### src/logic/host_port_pin_pkg.sv
package host_port_pin_pkg;

  // ****************************************************************
  // Synchroniser and strap capture timing
  // ****************************************************************
  localparam int SYNC_STAGES = 2;
  // Enabled edges after reset release before the strap is read
  localparam logic [1:0] SETTLE_CYCLES = 2'h2;
  localparam logic [1:0] SETTLE_ZERO = 2'h0;
  localparam logic [1:0] SETTLE_ONE = 2'h1;

  // ****************************************************************
  // Pin levels
  // ****************************************************************
  // Interrupt pin is active low, so high means no request
  localparam logic IRQ_IDLE_LEVEL = 1'b1;
  localparam logic IRQ_ACTIVE_LEVEL = 1'b0;
  // Output enables are low while the pin is driven
  localparam logic OE_DRIVE = 1'b0;
  localparam logic OE_FLOAT = 1'b1;
  // Level an open strap settles to through the weak pull
  localparam logic STRAP_DISABLED_LEVEL = 1'b0;
  localparam logic READY_RESET_LEVEL = 1'b0;

  // ****************************************************************
  // Port state
  // ****************************************************************
  typedef enum logic [1:0] {
    ST_SETTLE,
    ST_ENABLED,
    ST_DISABLED
  } port_state_t;

endpackage
### src/logic/host_port_pin_control.sv
`timescale 1ns/1ps
`default_nettype none
// Notes on behaviour
// Ready pin tells host next transfer acceptable
// Ready pin floats while float input low
// Interrupt pin signals host; high in reset
// Disabled port may route second timer out
// Interrupt pin floats while float input low
// Board holds strap high through reset
// Strap sampled as reset releases, decides enable
// Weak strap pull always kept active
// Low or open strap disables until reset
module host_port_pin_control
  import host_port_pin_pkg::*;
(
  input wire logic clk,
  input wire logic reset_n,
  input wire logic clk_en,
  input wire logic port_enable_strap,
  input wire logic float_n,
  input wire logic port_ready_in,
  input wire logic irq_req_in,
  input wire logic second_timer_output,
  input wire logic irq_pin_sel_timer,
  output logic host_ready_out,
  output logic host_ready_oe_n,
  output logic host_irq_out,
  output logic host_irq_oe_n,
  output logic port_enabled,
  output logic strap_pulldown_en
);

  // ****************************************************************
  // Pin synchronisers
  // ****************************************************************
  logic strap_s1_r;
  logic strap_s2_r;
  logic float_s1_r;
  logic float_s2_r;
  logic strap_s1_nxt;
  logic strap_s2_nxt;
  logic float_s1_nxt;
  logic float_s2_nxt;

  // Both pins come from the board, so two flops before any use
  always_comb begin
    strap_s1_nxt = port_enable_strap;
    strap_s2_nxt = strap_s1_r;
    float_s1_nxt = float_n;
    float_s2_nxt = float_s1_r;
  end

  // Float syncs reset to driving so the reset level is seen
  always_ff @(posedge clk or negedge reset_n) begin
    if (!reset_n) begin
      strap_s1_r <= STRAP_DISABLED_LEVEL;
      strap_s2_r <= STRAP_DISABLED_LEVEL;
      float_s1_r <= 1'b1;
      float_s2_r <= 1'b1;
    end else if (clk_en) begin
      strap_s1_r <= strap_s1_nxt;
      strap_s2_r <= strap_s2_nxt;
      float_s1_r <= float_s1_nxt;
      float_s2_r <= float_s2_nxt;
    end
  end

  // ****************************************************************
  // Strap capture and enable state
  // ****************************************************************
  port_state_t state_r;
  port_state_t state_nxt;
  logic [1:0] settle_r;
  logic [1:0] settle_nxt;

  // Wait for the sync chain to fill, then read the strap once
  always_comb begin
    state_nxt = state_r;
    settle_nxt = settle_r;
    unique case (state_r)
      ST_SETTLE: begin
        if (settle_r != SETTLE_ZERO) begin
          settle_nxt = settle_r - SETTLE_ONE;
        // strap decides enable
        end else if (strap_s2_r) begin
          state_nxt = ST_ENABLED;
        end else begin
          // low strap disables
          state_nxt = ST_DISABLED;
        end
      end
      // strap ignored afterwards
      ST_ENABLED: state_nxt = ST_ENABLED;
      ST_DISABLED: state_nxt = ST_DISABLED;
    endcase
  end

  // Only a new reset leaves the enabled or disabled states
  always_ff @(posedge clk or negedge reset_n) begin
    if (!reset_n) begin
      state_r <= ST_SETTLE;
      settle_r <= SETTLE_CYCLES;
    end else if (clk_en) begin
      state_r <= state_nxt;
      settle_r <= settle_nxt;
    end
  end

  // ****************************************************************
  // Output pins
  // ****************************************************************
  logic ready_r;
  logic ready_oe_n_r;
  logic irq_r;
  logic irq_oe_n_r;
  logic enabled_r;
  logic pull_r;
  logic ready_nxt;
  logic ready_oe_n_nxt;
  logic irq_nxt;
  logic irq_oe_n_nxt;
  logic enabled_nxt;
  logic pull_nxt;

  // Every pin is registered; float costs three cycles of latency
  always_comb begin
    enabled_nxt = (state_nxt == ST_ENABLED);
    // pull always on
    pull_nxt = 1'b1;
    // ready only from a live port
    ready_nxt = enabled_nxt & port_ready_in;
    // ready floats
    ready_oe_n_nxt = float_s2_r ? OE_DRIVE : OE_FLOAT;
    if (state_nxt == ST_ENABLED) begin
      // request drives the pin low
      irq_nxt = irq_req_in ? IRQ_ACTIVE_LEVEL : IRQ_IDLE_LEVEL;
    end else if (state_nxt == ST_DISABLED && irq_pin_sel_timer) begin
      // timer takes the pin
      irq_nxt = second_timer_output;
    end else begin
      irq_nxt = IRQ_IDLE_LEVEL;
    end
    // interrupt floats in any function
    irq_oe_n_nxt = float_s2_r ? OE_DRIVE : OE_FLOAT;
  end

  // driven high during reset
  always_ff @(posedge clk or negedge reset_n) begin
    if (!reset_n) begin
      ready_r <= READY_RESET_LEVEL;
      ready_oe_n_r <= OE_DRIVE;
      irq_r <= IRQ_IDLE_LEVEL;
      irq_oe_n_r <= OE_DRIVE;
      enabled_r <= 1'b0;
      pull_r <= 1'b1;
    end else if (clk_en) begin
      ready_r <= ready_nxt;
      ready_oe_n_r <= ready_oe_n_nxt;
      irq_r <= irq_nxt;
      irq_oe_n_r <= irq_oe_n_nxt;
      enabled_r <= enabled_nxt;
      pull_r <= pull_nxt;
    end
  end

  assign host_ready_out = ready_r;
  assign host_ready_oe_n = ready_oe_n_r;
  assign host_irq_out = irq_r;
  assign host_irq_oe_n = irq_oe_n_r;
  assign port_enabled = enabled_r;
  assign strap_pulldown_en = pull_r;
endmodule
`default_nettype wire

### config.mk
export PLATFORM = sky130hd
export DESIGN_NAME = host_port_pin_control
export DESIGN_NICKNAME = d
export VERILOG_FILES = /design/src/logic/host_port_pin_pkg.sv /design/src/logic/host_port_pin_control.sv
export SDC_FILE = /design/constraint.sdc
export NUM_CORES = 1
export LEC_CHECK = 0
export BUFFER_PORTS_ARGS = -buffer_cell sky130_fd_sc_hd__buf_2
export CAP_MARGIN = 5
export CORE_ASPECT_RATIO = 1.2
export CORE_UTILIZATION = 35
export CTS_CLUSTER_DIAMETER = 150
export DETAILED_ROUTE_END_ITERATION = 8
export RECOVER_POWER = 100
export SYNTH_ARGS = -nofsm -noshare
export SYNTH_HDL_FRONTEND = slang
export SYNTH_SLANG_ARGS = --single-unit
### constraint.sdc
create_clock -name clk -period 2.31 [get_ports clk]
set_clock_uncertainty 0.15 [all_clocks]
set_input_delay 0.3465 -clock clk [delete_from_list [all_inputs] [get_ports clk]]
set_output_delay 0.3465 -clock clk [all_outputs]
set_load 0.02 [all_outputs]
# Yosys cells after proc, flatten, opt, wreduce, memory -nomap -nowiden
# Index checks and enable logic that the tools add are counted.
dict set report word_totals {
  regBits 12
  output_inout_bits 6
  elab_cells 27
}
dict set report op_classes {
  n_addsub 1
  eq_ne 4
  mux 7
  bitwise_logic 1
  reduce_logical 4
}
# cell count
set ops {}
lappend ops {{$pmux 2 s3} 1}
lappend ops {{$eq 2x1->1 const B} 2}
lappend ops {{$eq 2x2->1 const B} 2}
lappend ops {{$mux 1} 4}
lappend ops {{$mux 2} 2}
lappend ops {{$reduce_and 3->1} 1}
lappend ops {{$logic_not 2->1} 1}
lappend ops {{$reduce_bool 2->1} 1}
lappend ops {{$sub 2x1->2 const B} 1}
lappend ops {{$and 1x1->1} 1}
lappend ops {{$logic_and 1x1->1} 1}

# Logic depth before layout (Yosys ltp)
dict set report depth {
  ltp_word 7
  mapped_depth 6
  ltp_nobuf 6
}

# Least setup slack after synthesis
# OpenSTA, ideal clock, no wires.
dict set report synth_timing {
  kind {reg2reg}
  startpoint {register settle_r[1]}
  endpoint {register irq_r (netlist: host_irq_out)}
  setup_ns 0.088
  arrival_time_ns 1.518
  required_ns 2.072
  slack_ns 0.554
  stages_incl_launch_ff 7
  path_buffers 0
  period_less_slack_ns 1.756
  cell_sequence {dfstp_2 > inv_1 > ha_1 > mux2_4 > o211ai_2 > nor2_1 > a221oi_2}
}
dict set report synth_between {
  elab_chain_len 7
}
# item line_no
set synth_rtl {}
lappend synth_rtl {{start, declared} host_port_pin_control.sv:73} ;# logic [1:0] settle_r;
lappend synth_rtl {{start signal, assigned} host_port_pin_control.sv:105} ;# settle_r <= settle_nxt;
lappend synth_rtl {{$reduce_bool 2->1 *} host_port_pin_control.sv:82} ;# if (settle_r != SETTLE_ZERO) begin
lappend synth_rtl {{$mux 2 *} host_port_pin_control.sv:82}
lappend synth_rtl {{$pmux 2 s3 *} host_port_pin_control.sv:80} ;# unique case (state_r)
lappend synth_rtl {{$eq 2x2->1} host_port_pin_control.sv:137} ;# end else if (state_nxt == ST_DISABLED && irq_pin_sel_timer) begin
lappend synth_rtl {{$logic_and 1x1->1} host_port_pin_control.sv:137}
lappend synth_rtl {{$mux 1} host_port_pin_control.sv:137}
lappend synth_rtl {{$mux 1 *} host_port_pin_control.sv:134} ;# if (state_nxt == ST_ENABLED) begin
lappend synth_rtl {{end signal, assigned} host_port_pin_control.sv:159} ;# irq_r <= irq_nxt;
lappend synth_rtl {{end, declared} host_port_pin_control.sv:114} ;# logic irq_r;
# Every way passes the cells marked *; elsewhere a longest branch is shown, timed or not.
# A chain may end at the register's enable or synchronous reset.

# Worst setup path after layout
# Ends and elaborated chain as after synthesis.

==> impl_results.md <==
- Status: complete, no violations
- Hold Fails Final Rpt: 0
- Clock latency on the worst-skew pair: 270 ps
- Switching Share: 35.45%
- Die H: 47.80 um
- DR vias/cell: 4.529
- GRT busiest layer: met2
- Routed length per placed instance: 11.56 um
- CP startpoint kind: flop
- Kind of critical path: reg -> reg
- GPL Wtd Cong: 0.6776
- Setup TNS: 0 ps
- Largest fanout on the critical path: 4
- Pleak: 0.3275 nW
- Rows: 16
- Top cells by count, synth: 8 x dfrtp_1, 5 x inv_1
- Clock power frac: 21.9%
- Cells after Synth: 52
- Reg power frac: 40.1%
- Top cell type's share of synthesized area: 32.72%
- Net Count, Synth: 65
- Tcrit/Tclk final: 84.56%
- Slew @ Worst Pin: 614.8 ps
- Number of buffers added on ports: 13
- Power Dens Cells: 1060 mW/mm^2
- Final setup viols: 0
- RSZ-0062 raised after global routing: no
- Switching power: 265.2 uW
- Clock sink count: 12
- Worst Path Arrival: 1990 ps
- Synthesized area: 611.8 sq um
- # IOs: 15
- Number of flops mapped to enable cells by yosys: 0
- Post-place instance area: 679.4 sq um
- DRT iter0 DRCs: 5
- Synth-to-layout area growth: 15.34%
- Fmax: 512.0 MHz
- Final Max Tran Viols: 0
- DRT Pass-1 Iters: 2
- Pwr Total: 747.9 uW
- CP Capture Type: flop
- Final WS setup: 356.7 ps
- DRC: 0
- Clock slew at reported path FFs: 80 ps
- Met3 Track Usage GR: 1.395%
- Area contributors post-synth: dfrtp_1 33%, dfstp_2 17%, ha_1 8.2%
- Clk buf depth: 2
- Die area: 0.001920 sq mm
- Pin count of the biggest net entering global routing: 13
- Relative slew margins: 59.01%
- Core area: 0.001642 sq mm
- Total congestion overflow: 0
- Yosys warnings: 0
- TritonCTS buffer count: 3
- H-tree levels: 1
- Vias in the first global route: 394
- First-pass GRT wire length: 1.745 mm
- CTS tree: done
- Post-route ant nets: 0
- Syn avg cell area: 11.77 sq um
- Post-cts sizing count: 0
- Dpl ws: 470.2 ps
- Initial Util: 37.27%
- Share of layout cells above drive strength 1: 28.36%
- Top_reg_cell synth: dfrtp_1
- Hpwl dp: 803.9 um
- WL final: 983 um
- Die span in x: 40.17 um
- Final instance area: 705.7 sq um
- Met2 GRT Util: 21.61%
- Clock root cell: clkbuf_4
- Worst Hold Class: in -> reg
- Initial antenna violation count: 0
- Hold Path Depth: 2
- Seq/Total Area, Yosys: 49.90%
- Internal: 482.7 uW
- M1 GR Usage: 18.58%
- Logic pwr share: 38.0%
- Reg2Reg Setup Slack: 360 ps
- Worst vdd rail ir drop: 487.3 uV
- Yosys cell types: 23
- Register bit total from synthesis: 12
- Post-synth top area cell: dfrtp_1
- Reg2Reg Depth: 6
- N_diodes: 0
- Layout Nets: 81
- Data required, critical path: 2350 ps
- Max-Cap Viols: 0
- Most frequent cell after synthesis: dfrtp_1
- Minimum clock period after layout: 1953 ps
- Hold Worst Slack: 70.15 ps
- Post-synth ARST share: 100.0%
- Vias after detailed routing: 385
- GRT Total Usage: 13.93%
-- power groups by stage --
| stage | registers (mW) | logic, mW | clock network (mW) |
|---|---|---|---|
| 3_3_place_gp | 0.304 | 0.304 | 0 |
| 3_5_place_dp | 0.304 | 0.312 | 0 |
| 4_1_cts | 0.300 | 0.316 | 0.171 |
| 5_1_grt | 0.307 | 0.319 | 0.177 |
| 6_report | 0.300 | 0.284 | 0.164 |
| 2_1_floorplan | 0.324 | 0.213 | 0 |
-- sequential cells by signal, summed over array words and instances, names as in the netlist --
name,flops
strap_s1_r,1
float_s1_r,1
host_irq_oe_n,1
state_r,2
float_s2_r,1
settle_r,2
host_ready_out,1
host_irq_out,1
strap_s2_r,1
port_enabled,1
-- layer usage --
metal	up-vias	part of all wire (%)	wire length (um)
met3	0	1.1	11
li1	204	-	-
met2	2	54	526
met4	0	0	0
met5	-	0	0
met1	179	45	445
-- cells in the final DEF, fill, tap and decap left out --
cell type,instances
a21o_1,2
a221oi_2,1
a22o_1,1
and2_0,1
and3b_1,1
buf_2,6
clkbuf_1,7
clkbuf_4,3
clkbuf_8,1
conb_1,1
dfrtp_1,8
dfstp_2,4
dlygate4sd3_1,1
ha_1,4
inv_1,5
mux2_1,1
mux2_2,4
nand2_1,2
nand2b_1,2
nand3b_1,1
nor2_1,2
nor2b_1,2
o211ai_1,1
o21ai_0,4
o31a_1,1
xnor2_1,1
-- stage by stage --
stage,utilization (%),instances
4_1_cts,44.21,85
3_3_place_gp,41.39,80
3_5_place_dp,41.39,80
5_1_grt,42.99,85
2_1_floorplan,-,52
6_report,42.99,85
-- what timing repair did --
item	CTS	global route
hold buffers	1	0
endpoints found under the hold margin	8	0
setup buffers	0	0
setup endpoints to repair	0	0
-- worst paths after layout --
kind | from | to
worst min-delay path | irq_req_in | host_irq_out
min in group asynchronous | reset_n | host_irq_oe_n
worst max-delay path | settle_r[1] | host_irq_out
worst max register to register | settle_r[1] | host_irq_out
max in group asynchronous | reset_n | settle_r[0]
worst min register to register | settle_r[0] | settle_r[0]
-- kinds of logic (layout without fill, tap and decap cells) --
| family | after synthesis | after routing | synth area share [%] |
|---|---|---|---|
| AOI/OAI and AO/OA | 10 | 10 | 13.09 |
| xor gates and xnor gates | 1 | 1 | 1.432 |
| adders and majority gates | 4 | 4 | 8.180 |
| buffers and inverters | 8 | 23 | 6.338 |
| DFF | 12 | 12 | 49.90 |
| muxes | 5 | 5 | 9.815 |
| other | 1 | 1 | 0.6129 |
| and+or+nand+nor | 11 | 11 | 10.64 |
-- critical path: stages (launching register included) --
cell	delay, ps
dfstp_2	530
inv_1	40
ha_1	200
mux2_1	330
o211ai_1	230
nor2_1	120
a221oi_2	280
-- cell type report --
| type | count | area, sq um |
|---|---|---|
| multi-input cells | 32 | 256.5 |
| repair buffers | 14 | 66.31 |
| well taps | 18 | 22.52 |
| fillers | 176 | 935.9 |
| flip-flops and latches | 12 | 305.3 |
| inverters | 5 | 18.77 |
| clock buffers | 4 | 36.28 |
Note: power is estimated with default switching activity, not from simulation.
